`src/agu_pkg.sv`:
```
/*
 * agu_pkg: shared constants and carriers for the address generation unit.
 * assumes a 16-bit core; the decoder drives one request word per cycle.
 */
package agu_pkg;

    localparam int unsigned DATA_W         = 16;          // address and pointer width
    localparam int unsigned PTR_NUM        = 8;           // pointer/offset/modifier sets
    localparam int unsigned SEL_W          = 3;           // pointer select width

    // modifier codes
    localparam logic [15:0] MOD_REVERSE    = 16'h0000;    // reverse-carry
    localparam logic [15:0] MOD_LINEAR     = 16'hffff;    // linear 16-bit
    localparam logic [15:0] MOD_MOD_MAX    = 16'h7fff;    // top plain modulo code
    localparam int unsigned MOD_WRAP_BIT   = 15;          // multiple wrap-around flag
    localparam int unsigned MOD_WRAP_MAXK  = 14;          // wrap-around modulus up to 2^14

    // instruction field positions / widths
    localparam int unsigned SDISP_W        = 7;           // short displacement
    localparam int unsigned PCDISP_W       = 9;           // short pc-relative displacement
    localparam int unsigned IMM8_W         = 8;           // short immediate (moves, and/or)
    localparam int unsigned IMM12_W        = 12;          // short immediate (loops)
    localparam int unsigned ABS_SHORT_W    = 6;           // absolute short address
    localparam int unsigned JMP_W          = 12;          // short jump address
    localparam int unsigned IO_SHORT_W     = 6;           // i/o short address

    // reset values
    localparam logic [15:0] PTR_RST        = 16'h0000;
    localparam logic [15:0] OFS_RST        = 16'h0000;
    localparam logic [15:0] MODF_RST       = 16'hffff;    // linear out of reset

    // addressing modes
    typedef enum logic [4:0] {
        AGU_NO_UPDATE,
        AGU_POST_INC1,
        AGU_POST_DEC1,
        AGU_POST_INC_OFS,
        AGU_POST_DEC_OFS,
        AGU_INDEXED,
        AGU_PRE_DEC1,
        AGU_SHORT_DISP,
        AGU_LONG_DISP,
        AGU_PC_SHORT,
        AGU_PC_LONG,
        AGU_PC_PTR,
        AGU_IMM_SHORT8,
        AGU_IMM_SHORT12,
        AGU_IMM_LONG,
        AGU_ABS,
        AGU_ABS_SHORT,
        AGU_JUMP_SHORT,
        AGU_IO_SHORT
    } agu_mode_e;

    // arithmetic kinds decoded from a modifier
    typedef enum logic [2:0] {
        AGU_AR_LINEAR,
        AGU_AR_REVERSE,
        AGU_AR_MODULO,
        AGU_AR_WRAP,
        AGU_AR_RESERVED
    } agu_arith_e;

    // request from the instruction decoder
    typedef struct packed {
        logic                  valid;      // one request per cycle
        agu_mode_e             mode;       // addressing mode
        logic [SEL_W-1:0]      sel;        // pointer set
        logic [15:0]           opcode;     // instruction word fields
        logic [15:0]           ext;        // extension word
        logic [15:0]           pc;         // opcode word address
    } agu_req_s;

    // register write from the core move path
    typedef struct packed {
        logic                  valid;
        logic [1:0]            file;       // 0 pointer, 1 offset, 2 modifier
        logic [SEL_W-1:0]      sel;
        logic [15:0]           data;
    } agu_wr_s;

    // result toward memory
    typedef struct packed {
        logic                  valid;
        logic [15:0]           addr;       // address or operand
        logic                  is_data;    // operand, not address
        logic                  prog_ref;   // program memory reference
        logic                  reserved;   // reserved modifier met
    } agu_res_s;

endpackage : agu_pkg

```
`src/agu_core.sv`:
```
/*
 * agu_core: effective-address generation and pointer update for a 16-bit core.
 * assumes the decoder holds each request (pointer select) one cycle ahead on
 * pre_sel_i, then presents the request; result one cycle after the request.
 */
module agu_core #(
    parameter int unsigned PTR_NUM = agu_pkg::PTR_NUM,
    parameter int unsigned SEL_W   = agu_pkg::SEL_W
) (
    // clock and reset
    input  wire logic                core_clk_i,
    input  wire logic                rstn_i,
    // decoder side
    input  wire logic [SEL_W-1:0]    pre_sel_i,
    input  wire agu_pkg::agu_req_s   req_i,
    input  wire agu_pkg::agu_wr_s    wr_i,
    // memory side
    output agu_pkg::agu_res_s        res_o,
    output logic [15:0]              ptr_new_o
);
    initial begin
        if (SEL_W != agu_pkg::SEL_W || PTR_NUM != (1 << SEL_W)) $error("agu_core: bad pointer count");
    end

    // reset release through two flops
    logic rst_meta_q;                 // first stage, read only by second
    logic rst_sync_q;                 // reset copy for the design
    always_ff @(posedge core_clk_i or negedge rstn_i) begin
        if (!rstn_i) begin
            rst_meta_q <= 1'b0;
            rst_sync_q <= 1'b0;
        end else begin
            rst_meta_q <= 1'b1;
            rst_sync_q <= rst_meta_q;
        end
    end

    // operands for the selected pointer set
    logic [15:0] ptr;                 // pointer value
    logic [15:0] ofs;                 // offset value
    logic [15:0] modf;                // modifier value
    logic        wb_en;               // pointer write-back strobe
    logic [15:0] wb_data;             // pointer write-back value

    agu_regfile #(
        .NUM (PTR_NUM),
        .SW  (SEL_W)
    ) u_regs (
        .clk_i     (core_clk_i),
        .rstn_i    (rst_sync_q),
        .rd_sel_i  (pre_sel_i),
        .ptr_o     (ptr),
        .ofs_o     (ofs),
        .modf_o    (modf),
        .wb_en_i   (wb_en),
        .wb_sel_i  (req_i.sel),
        .wb_data_i (wb_data),
        .wr_i      (wr_i)
    );

    // classify a modifier code
    function automatic agu_pkg::agu_arith_e arith_of(input logic [15:0] m);
        logic [14:0] lo;
        lo = m[14:0];
        if (m == agu_pkg::MOD_LINEAR)            arith_of = agu_pkg::AGU_AR_LINEAR;
        else if (m == agu_pkg::MOD_REVERSE)      arith_of = agu_pkg::AGU_AR_REVERSE;
        else if (m <= agu_pkg::MOD_MOD_MAX)      arith_of = agu_pkg::AGU_AR_MODULO;
        else if (lo != 15'h0000 && lo[14] == 1'b0 && ((lo + 15'h0001) & lo) == 15'h0000)
            arith_of = agu_pkg::AGU_AR_WRAP;
        else                                     arith_of = agu_pkg::AGU_AR_RESERVED;
    endfunction : arith_of

    // bit reversal of a word
    function automatic logic [15:0] rev16(input logic [15:0] v);
        for (int i = 0; i < 16; i++) rev16[i] = v[15-i];
    endfunction : rev16

    // pointer plus signed step under the given modifier
    function automatic logic [15:0] mod_add(input logic [15:0] p, input logic [15:0] step,
                                            input logic [15:0] m);
        logic [15:0] mask;            // modulo block mask 2^k-1
        logic [15:0] base;            // aligned buffer base
        logic [16:0] rel;             // offset inside buffer after step
        logic [15:0] size;            // modulus
        mask = 16'h0000;
        base = 16'h0000;
        rel  = 17'h00000;
        size = 16'h0000;
        unique case (arith_of(m))
            agu_pkg::AGU_AR_REVERSE: begin
                mod_add = rev16(rev16(p) + rev16(step));
            end
            agu_pkg::AGU_AR_MODULO: begin
                for (int i = 0; i < 16; i++) if (m[i]) mask = 16'hffff >> (15 - i);
                base = p & ~mask;
                size = m + 16'h0001;
                if (step[15] == 1'b0 && (step & mask) == 16'h0000 && step != 16'h0000) begin
                    mod_add = p + step;                                      // whole blocks forward
                end else if (step[15] && ((-step) & mask) == 16'h0000) begin
                    mod_add = p + step;                                      // whole blocks back
                end else begin
                    rel = {1'b0, p - base} + {step[15], step};
                    if (rel[16])                      rel = rel + {1'b0, size};
                    else if (rel[15:0] >= size)       rel = rel - {1'b0, size};
                    mod_add = base + rel[15:0];
                end
            end
            agu_pkg::AGU_AR_WRAP: begin
                mask    = {1'b0, m[14:0]};
                mod_add = (p & ~mask) | ((p + step) & mask);
            end
            default: begin
                mod_add = p + step;
            end
        endcase
    endfunction : mod_add

    // combinational address and write-back, same cycle as the request
    logic [15:0] ea;                  // effective address or operand
    logic        is_data;             // value is an operand
    logic        prog_ref;            // program memory reference
    always_comb begin
        ea       = ptr;
        is_data  = 1'b0;
        prog_ref = 1'b0;
        wb_en    = 1'b0;
        wb_data  = ptr;
        unique case (req_i.mode)
            agu_pkg::AGU_NO_UPDATE:    ea = ptr;
            agu_pkg::AGU_POST_INC1:    begin wb_en = 1'b1; wb_data = mod_add(ptr, 16'h0001, modf); end
            agu_pkg::AGU_POST_DEC1:    begin wb_en = 1'b1; wb_data = mod_add(ptr, 16'hffff, modf); end
            agu_pkg::AGU_POST_INC_OFS: begin wb_en = 1'b1; wb_data = mod_add(ptr, ofs, modf); end
            agu_pkg::AGU_POST_DEC_OFS: begin wb_en = 1'b1; wb_data = mod_add(ptr, -ofs, modf); end
            agu_pkg::AGU_INDEXED:      ea = mod_add(ptr, ofs, modf);
            agu_pkg::AGU_PRE_DEC1: begin
                ea      = mod_add(ptr, 16'hffff, modf);
                wb_en   = 1'b1;
                wb_data = ea;
            end
            agu_pkg::AGU_SHORT_DISP:
                ea = mod_add(ptr, 16'({{9{req_i.opcode[6]}}, req_i.opcode[6:0]}), modf);
            agu_pkg::AGU_LONG_DISP:    ea = mod_add(ptr, req_i.ext, modf);
            agu_pkg::AGU_PC_SHORT:     ea = req_i.pc + {{7{req_i.opcode[8]}}, req_i.opcode[8:0]};
            agu_pkg::AGU_PC_LONG:      ea = req_i.pc + req_i.ext;
            agu_pkg::AGU_PC_PTR:       ea = req_i.pc + ptr;
            agu_pkg::AGU_IMM_SHORT8:   begin ea = {8'h00, req_i.opcode[7:0]}; is_data = 1'b1; prog_ref = 1'b1; end
            agu_pkg::AGU_IMM_SHORT12:  begin ea = {4'h0, req_i.opcode[11:0]}; is_data = 1'b1; prog_ref = 1'b1; end
            agu_pkg::AGU_IMM_LONG:     begin ea = req_i.ext; is_data = 1'b1; prog_ref = 1'b1; end
            agu_pkg::AGU_ABS:          begin ea = req_i.ext; prog_ref = 1'b1; end
            agu_pkg::AGU_ABS_SHORT:    ea = {10'h000, req_i.opcode[5:0]};
            agu_pkg::AGU_JUMP_SHORT:   begin ea = {4'h0, req_i.opcode[11:0]}; prog_ref = 1'b1; end
            agu_pkg::AGU_IO_SHORT:     ea = {10'h3ff, req_i.opcode[5:0]};
            default:                   ea = ptr;
        endcase
        if (!req_i.valid) wb_en = 1'b0;
    end

    // reserved modifier only matters where the modifier is used
    logic uses_mod;
    assign uses_mod = req_i.mode inside {agu_pkg::AGU_POST_INC1, agu_pkg::AGU_POST_DEC1,
                                         agu_pkg::AGU_POST_INC_OFS, agu_pkg::AGU_POST_DEC_OFS,
                                         agu_pkg::AGU_INDEXED, agu_pkg::AGU_PRE_DEC1,
                                         agu_pkg::AGU_SHORT_DISP, agu_pkg::AGU_LONG_DISP};

    // registered result toward memory
    always_ff @(posedge core_clk_i or negedge rst_sync_q) begin
        if (!rst_sync_q) begin
            res_o     <= '0;
            ptr_new_o <= agu_pkg::PTR_RST;
        end else begin
            res_o.valid    <= req_i.valid;
            res_o.addr     <= ea;
            res_o.is_data  <= is_data;
            res_o.prog_ref <= prog_ref;
            res_o.reserved <= req_i.valid && uses_mod && arith_of(modf) == agu_pkg::AGU_AR_RESERVED;
            ptr_new_o      <= wb_data;
        end
    end
endmodule : agu_core

```
`src/agu_regfile.sv`:
```
/*
 * agu_regfile: pointer, offset and modifier banks with registered read-out.
 * assumes reads are requested one cycle ahead by the parent; async reset low.
 */
module agu_regfile #(
    parameter int unsigned NUM = 8,
    parameter int unsigned SW  = 3
) (
    // clock and reset
    input  wire logic            clk_i,
    input  wire logic            rstn_i,
    // read port
    input  wire logic [SW-1:0]   rd_sel_i,
    output logic      [15:0]     ptr_o,
    output logic      [15:0]     ofs_o,
    output logic      [15:0]     modf_o,
    // pointer write-back from the address unit
    input  wire logic            wb_en_i,
    input  wire logic [SW-1:0]   wb_sel_i,
    input  wire logic [15:0]     wb_data_i,
    // general register write
    input  wire agu_pkg::agu_wr_s wr_i
);
    initial begin
        if (NUM != (1 << SW)) $error("agu_regfile: NUM must equal 2**SW");
    end

    logic [15:0] ptr_q  [NUM];   // pointers
    logic [15:0] ofs_q  [NUM];   // offsets
    logic [15:0] modf_q [NUM];   // modifiers, one per pointer

    // bank update; write-back outranks a move to the same pointer
    genvar g;
    for (g = 0; g < NUM; g++) begin : g_bank
        always_ff @(posedge clk_i or negedge rstn_i) begin
            if (!rstn_i) begin
                ptr_q[g]  <= agu_pkg::PTR_RST;
                ofs_q[g]  <= agu_pkg::OFS_RST;
                modf_q[g] <= agu_pkg::MODF_RST;
            end else begin
                if (wb_en_i && wb_sel_i == SW'(g)) begin
                    ptr_q[g] <= wb_data_i;
                end else if (wr_i.valid && wr_i.file == 2'h0 && wr_i.sel == SW'(g)) begin
                    ptr_q[g] <= wr_i.data;
                end
                if (wr_i.valid && wr_i.file == 2'h1 && wr_i.sel == SW'(g)) begin
                    ofs_q[g] <= wr_i.data;
                end
                if (wr_i.valid && wr_i.file == 2'h2 && wr_i.sel == SW'(g)) begin
                    modf_q[g] <= wr_i.data;
                end
            end
        end
    end

    // registered read-out, sampled before this edge's bank update
    always_ff @(posedge clk_i or negedge rstn_i) begin
        if (!rstn_i) begin
            ptr_o  <= agu_pkg::PTR_RST;
            ofs_o  <= agu_pkg::OFS_RST;
            modf_o <= agu_pkg::MODF_RST;
        end else begin
            ptr_o  <= ptr_q[rd_sel_i];
            ofs_o  <= ofs_q[rd_sel_i];
            modf_o <= modf_q[rd_sel_i];
        end
    end

endmodule : agu_regfile

```
`config.mk`:
```
export PLATFORM = sky130hd
export DESIGN_NAME = agu_core
export DESIGN_NICKNAME = d
export VERILOG_FILES = /design/src/agu_pkg.sv /design/src/agu_core.sv /design/src/agu_regfile.sv
export SDC_FILE = /design/constraint.sdc
export NUM_CORES = 2
export LEC_CHECK = 0
export BUFFER_PORTS_ARGS = -buffer_cell sky130_fd_sc_hd__buf_4
export CAP_MARGIN = 40
export CORE_MARGIN = 1.5
export CORE_UTILIZATION = 55
export CTS_BUF_LIST = sky130_fd_sc_hd__clkbuf_4
export CTS_CLUSTER_SIZE = 14
export DETAILED_ROUTE_END_ITERATION = 8
export PLACE_DENSITY_LB_ADDON = 0.3
export RECOVER_POWER = 50
export SYNTH_ARGS = -nofsm -noshare
export SYNTH_HDL_FRONTEND = slang
export SYNTH_SLANG_ARGS = --single-unit
```
`constraint.sdc`:
```
create_clock -name core_clk_i -period 13.4 [get_ports core_clk_i]
set_input_delay 2.68 -clock core_clk_i [delete_from_list [all_inputs] [get_ports core_clk_i]]
set_output_delay 2.68 -clock core_clk_i [all_outputs]
set_load 0.01 [all_outputs]
```
Word level (Yosys, flattened, before mapping)
Index checks and enable logic that the tools add are counted.
- register bits: 470
- bits in latches: 0
- RAM bits: 0
- ROM bits: 0
- output and inout bits: 36
- logic and storage cells: 445
- memories kept: 0
- $add $sub $neg: 61
- $mul: 0
- div/mod/pow operators: 0
- $lt $le $gt $ge: 10
- eq/ne operators: 60
- shifts and indexed selects: 0
- mux-type cells: 141
- bitwise operators: 47
- reductions and logical operators: 91
- operators with widths (kind ; count):
    $mux 16 ; 109
    $add 16x16->16 ; 27
    $pmux 16 s3 ; 8
    $and 16x16->16 ; 19
    $sub 16x16->16 ; 16
    $logic_not 16->1 ; 14
    $pmux 16 s12 ; 1
    $bmux 16 s3 ; 3
    $ge 16x16->1 ; 8
    $not 16->16 ; 8
    $and 16x15->16 ; 6
    $or 16x16->16 ; 6
    $add 16x17->17 ; 5
    $pmux 16 s5 ; 1
    $neg 16->16 ; 4
    $reduce_bool 16->1 ; 4
    $eq 3x2->1 const B ; 20
    $logic_and 1x1->1 ; 54
    $add 16x16->16 const B ; 3
    $eq 5x4->1 const B ; 8
    $mux 3 ; 13
    $add 16x17->17 const B ; 2
    $add 16x1->16 const B ; 2
    $eq 3x1->1 const B ; 10
    27 further kinds ; 59

Depth between registers and ports, before layout
- depth after elaboration: 35
- gate-level depth with buffers: 46

By module
Synthesis repeated with hierarchy kept, for this count alone.
- cell total of the unflattened synthesis: 6212
- area total of the unflattened synthesis: 51836.0 um2
- modules (own cells, without submodules) (module ; instances ; cells each ; area an instance (um2)):
    agu_core ; 1 ; 4654 ; 31604.1
    agu_regfile ; 1 ; 1558 ; 20231.9

Least setup slack after synthesis
No wires, ideal clock.
- kind: input -> register
- start point: input port req_i[34] (netlist name)
- end point: register res_o[18] (netlist name)
- data arrival time: 9.222 ns
- slack: 4.052 ns
- stages on the path: 32
- buffers on the path: 2
- path through: ha_1 > and3_1 > a221oi_1 > nand2b_1 > a21o_1 > a21oi_1 > xnor2_1 > ha_1 > a21oi_1 > nand2_1 > o21a_1 > a21o_1 > a221o_1 > o21ba_2 > and3_1 > clkbuf_1 > clkbuf_1 > a211oi_1 > a21oi_1 > nor2_1 > ha_1 > a21o_1 > a2111oi_0 > o31ai_1 > o41ai_1 > o21ai_0 > a21o_1 > a21oi_1 > xnor2_1 > xnor2_1 > and3_1 > o32a_1
- cells in the longest elaborated chain, start to end: 13
- elaborated cells on any way between the ends: 28
- RTL lines (element ; line ; RTL):
    start: declaration ; agu_core.sv:15 ; input wire agu_pkg::agu_req_s req_i,
    $add 16x17->17 ; agu_core.sv:102 ; rel = {1'b0, p - base} + {step[15], step};
    $sub 16x16->16 / $ge 16x16->1 (equally long branches) ; agu_core.sv:104 ; else if (rel[15:0] >= size) rel = rel - {1'b0, size};
    $mux 16 ; agu_core.sv:104 ;
    $mux 16 ; agu_core.sv:103 ; if (rel[16]) rel = rel + {1'b0, size};
    $mux 16 ; agu_core.sv:99 ; end else if (step[15] && ((-step) & mask) == 16'h0000) begin
    $mux 16 ; agu_core.sv:97 ; if (step[15] == 1'b0 && (step & mask) == 16'h0000 && step != 16'h0000) begin
    $mux 16 ; agu_core.sv:89 ; unique case (arith_of(m))
    $mux 16 ; agu_core.sv:128 ; unique case (req_i.mode)
    $add 16x16->16 ; agu_core.sv:105 ; mod_add = base + rel[15:0];
    $mux 16 ; agu_core.sv:99 ;
    $mux 16 ; agu_core.sv:97 ;
    $pmux 16 s3 ; agu_core.sv:89 ;
    $pmux 16 s12 * ; agu_core.sv:128 ;
    net ea[15] ; agu_core.sv:119 ; logic [15:0] ea;
    end: declaration ; agu_core.sv:18 ; output agu_pkg::agu_res_s res_o,
The timed path passes the listed nets; every way through them passes the cells marked *. The select of a mux whose other input is x is not followed.
A chain may end at the register's enable or synchronous reset.

Worst setup path after layout
- start point: register u_regs.modf_o[10]
- end point: register u_regs.ptr_q[122] (netlist name)
- cells in the longest elaborated chain, start to end: 25
- elaborated cells on any way between the ends: 158
- RTL lines (element ; line ; RTL):
    start: declaration ; agu_regfile.sv:16 ; output logic [15:0] modf_o,
    start signal: assignment ; agu_regfile.sv:61 ; modf_o <= agu_pkg::MODF_RST;
    start signal: assignment ; agu_regfile.sv:65 ; modf_o <= modf_q[rd_sel_i];
    $mux 16 ; agu_core.sv:94 ; for (int i = 0; i < 16; i++) if (m[i]) mask = 16'hffff >> (15 - i);
    $mux 16 ; -- ;
    $mux 16 (4 in a row) ; agu_core.sv:94 ;
    $mux 16 ; agu_core.sv:89 ;
    $mux 16 ; agu_core.sv:128 ;
    $not 16->16 ; agu_core.sv:95 ; base = p & ~mask;
    $and 16x16->16 ; agu_core.sv:95 ;
    $sub 16x16->16 ; agu_core.sv:102 ;
    [... 6 more ...] ; -- ;
    $mux 16 ; agu_core.sv:89 ;
    $mux 16 ; agu_core.sv:128 ;
    $add 16x16->16 ; agu_core.sv:105 ;
    $mux 16 ; agu_core.sv:99 ;
    $mux 16 ; agu_core.sv:97 ;
    $pmux 16 s3 ; agu_core.sv:89 ;
    $pmux 16 s5 * ; agu_core.sv:128 ;
    $mux 16 * ; agu_regfile.sv:41 ; if (wb_en_i && wb_sel_i == SW'(g)) begin
    end signal: indexed assignment ; agu_regfile.sv:37 ; ptr_q[g] <= agu_pkg::PTR_RST;
    end signal: indexed assignment ; agu_regfile.sv:42 ; ptr_q[g] <= wb_data_i;
    end signal: indexed assignment ; agu_regfile.sv:44 ; ptr_q[g] <= wr_i.data;
    end: declaration ; agu_regfile.sv:28 ; logic [15:0] ptr_q [NUM];
Mark *: on every way between the ends. The rest lies on a longest branch, timed or not. The select of a mux whose other input is x is not followed.

==> metrics.txt <==
share of layout cells above drive strength 1 0.1937; Final min period 11.32 ns; post-synth cell types 99; Root Buffer clkbuf_4; synth-to-layout area growth 7.991%; Die W 311.9 um; Clock Skew 0.1696 ns; share of the synthesized area in the top cell type 0.1554; number of detailed-route iterations in the first pass 8; dominant cell type by area after synthesis dfrtp_1; Post-synth top cells nor2_1, a21oi_1, ha_1; post-synthesis cell count 6231; GPL Wtd Cong 1.136; post_cts resized 0; Worst setup SP type register; crit-path most repeated cell o21ai_0; outcome finished with violations; port bufs 115; Syn Area/Cell 8.423 um2; WS Path Type register to register; synth warn 0; number of synthesized flops with an enable pin 0; fin crit share 0.8449; first-pass GRT wire length 336300 um; failing checks max-capacitance violations, max-slew violations; Slowest cell on crit path dfstp_2; Max Freq 0.08833 GHz; setup_tns 0 ns; GR Overflow Total 0; Post-synth top flop dfrtp_1; post-route insts no fill 7645; Mapped Area 52480 um2; Max Transition Viols Final 474; ys async rst share 1.000; die height 311.9 um; ANT nets after route 0; crit path DAT 12.19 ns; Bufs and invs on worst path 6; RSZ-0062 raised after global routing false; register area share after synthesis 0.2275; H-tree Lvls 3; clk slew on worst S/H paths 0.06 ns; initial antenna violation count 13; CTS Buf Count 120; initial detailed-routing violation count 7898; Rel. slew slack -5.087; via count 54420; Initial Util 0.5540; Final Instance Area 56680 um2; vias in the first global route 50770; average routed wire per standard cell 30.43 um; vias per cell 7.119; Least-Margin Pin Slew 9.130 ns; clock latency on the worst-skew pair 1.06 ns; max_cap viols 5; Routed WL 232600 um; dominant cells by area after synthesis dfrtp_1, ha_1, mux2_2; Hold WC Path Type register to register; num ports 120; CP peak stage delay 1.06 ns; cell with the most instances after synthesis nor2_1; endpoint class of the critical path register; final-stage net count 6830; die area 97280 um2; DRC Markers 0; # Post-CTS Setup Buffers 0; filler cell count 8551; CP Max Fanout 16; Reg area 11940 um2; dpl cells 7402; area of placed instances 55050 um2; Sink Count 470; flops & latches, synth 470; Detailed Place HPWL 169000 um; WP data required 14.27 ns; # setup viols final 0; gr usage total 0.4633; core box area 94730 um2; area of the multi-input gates 38400 um2; delay-heaviest family, CP compound AO/OA/AOI/OAI gates; Hold Vio Cnt, Final 0; hold_buf cts 0; Site Rows 113; CTS tree done; pin count of the biggest net entering global routing 169; Longest Clk Path Bufs 3
-- kinds of logic (layout without fill, tap and decap cells) --
| kind of cell | Yosys count | in the layout | share of synthesized area |
|---|---|---|---|
| AOI/OAI and AO/OA | 2001 | 2001 | 0.2535 |
| and+or+nand+nor | 1826 | 1826 | 0.1691 |
| buffers and inverters | 596 | 725 | 0.04284 |
| muxes | 537 | 537 | 0.1347 |
| adders and majority gates | 480 | 480 | 0.1189 |
| DFF | 470 | 470 | 0.2275 |
| xor gates and xnor gates | 319 | 319 | 0.05338 |
| other | 2 | 22 | 0.0001431 |
-- state kept, by name, summed over array words and instances (netlist names) --
register / count
u_regs.modf_q: 128
u_regs.ofs_q: 128
u_regs.ptr_q: 128
res_o: 20
ptr_new_o: 16
u_regs.modf_o: 16
u_regs.ofs_o: 16
u_regs.ptr_o: 16
rst_meta_q: 1
rst_sync_q: 1
-- per-layer routing --
layer  vias to the layer above  wire [um]  share of wire  global-route usage
li1                      23480          -              -                   -
met1                     26220      85450           0.37              0.5687
met2                      3704      96860           0.42              0.6764
met3                      1015      27320           0.12              0.1299
met4                         4      22980          0.099              0.3828
met5                         -         22       0.000095                   0
-- cells in the final DEF (no fill, tap or decap), drive strengths merged, types with 96 or more instances in the layout --
master / count
ha: 449
xor2: 99
o21ai: 364
dfstp: 144
nor2: 574
a211oi: 117
a21oi: 545
nand2: 420
mux2: 392
mux4: 96
dfrtp: 326
nand3: 116
xnor2: 220
buf: 285
inv: 211
clkbuf: 192
nor2b: 121
a21o: 127
nor3: 159
-- through the flow --
stage	utilization	setup WS, ns	hold WS (ns)
finish	0.5983	2.079	0.3587
CTS	0.5982	2.250	0.2676
global placement	0.5768	2.195	0.3404
global route	0.5979	1.597	0.3597
detailed placement	0.5811	2.087	0.2654
floorplan	-	4.052	0.3311
-- cell type report --
type / count / area share
multi-input combinational: 5166 / 0.6776
sequential: 470 / 0.2107
timing repair buffer: 295 / 0.04038
tap: 1265 / 0.02793
clock buffer: 182 / 0.02411
inverter: 213 / 0.01411
clock inverter: 35 / 0.004371
antenna: 19 / 0.0008389
-- path summary, 6_finish.rpt --
path | start | endpoint | slack, ns | depth (start not counted)
setup / recovery | u_regs.modf_o[10] | u_regs.ptr_q[122] | 2.08 | 43
hold / removal | rst_meta_q | rst_sync_q | 0.36 | 0
setup reg to reg | u_regs.modf_o[10] | u_regs.ptr_q[122] | 2.08 | 43
hold reg to reg | rst_meta_q | rst_sync_q | 0.36 | 0
max in group asynchronous | rst_sync_q | u_regs.ptr_q[33] | 3.62 | 1
min in group asynchronous | rst_sync_q | u_regs.ptr_q[18] | 0.44 | 0
Power is not shown: default switching activity piles up to over one toggle a cycle in this logic, so the estimate is an artifact.
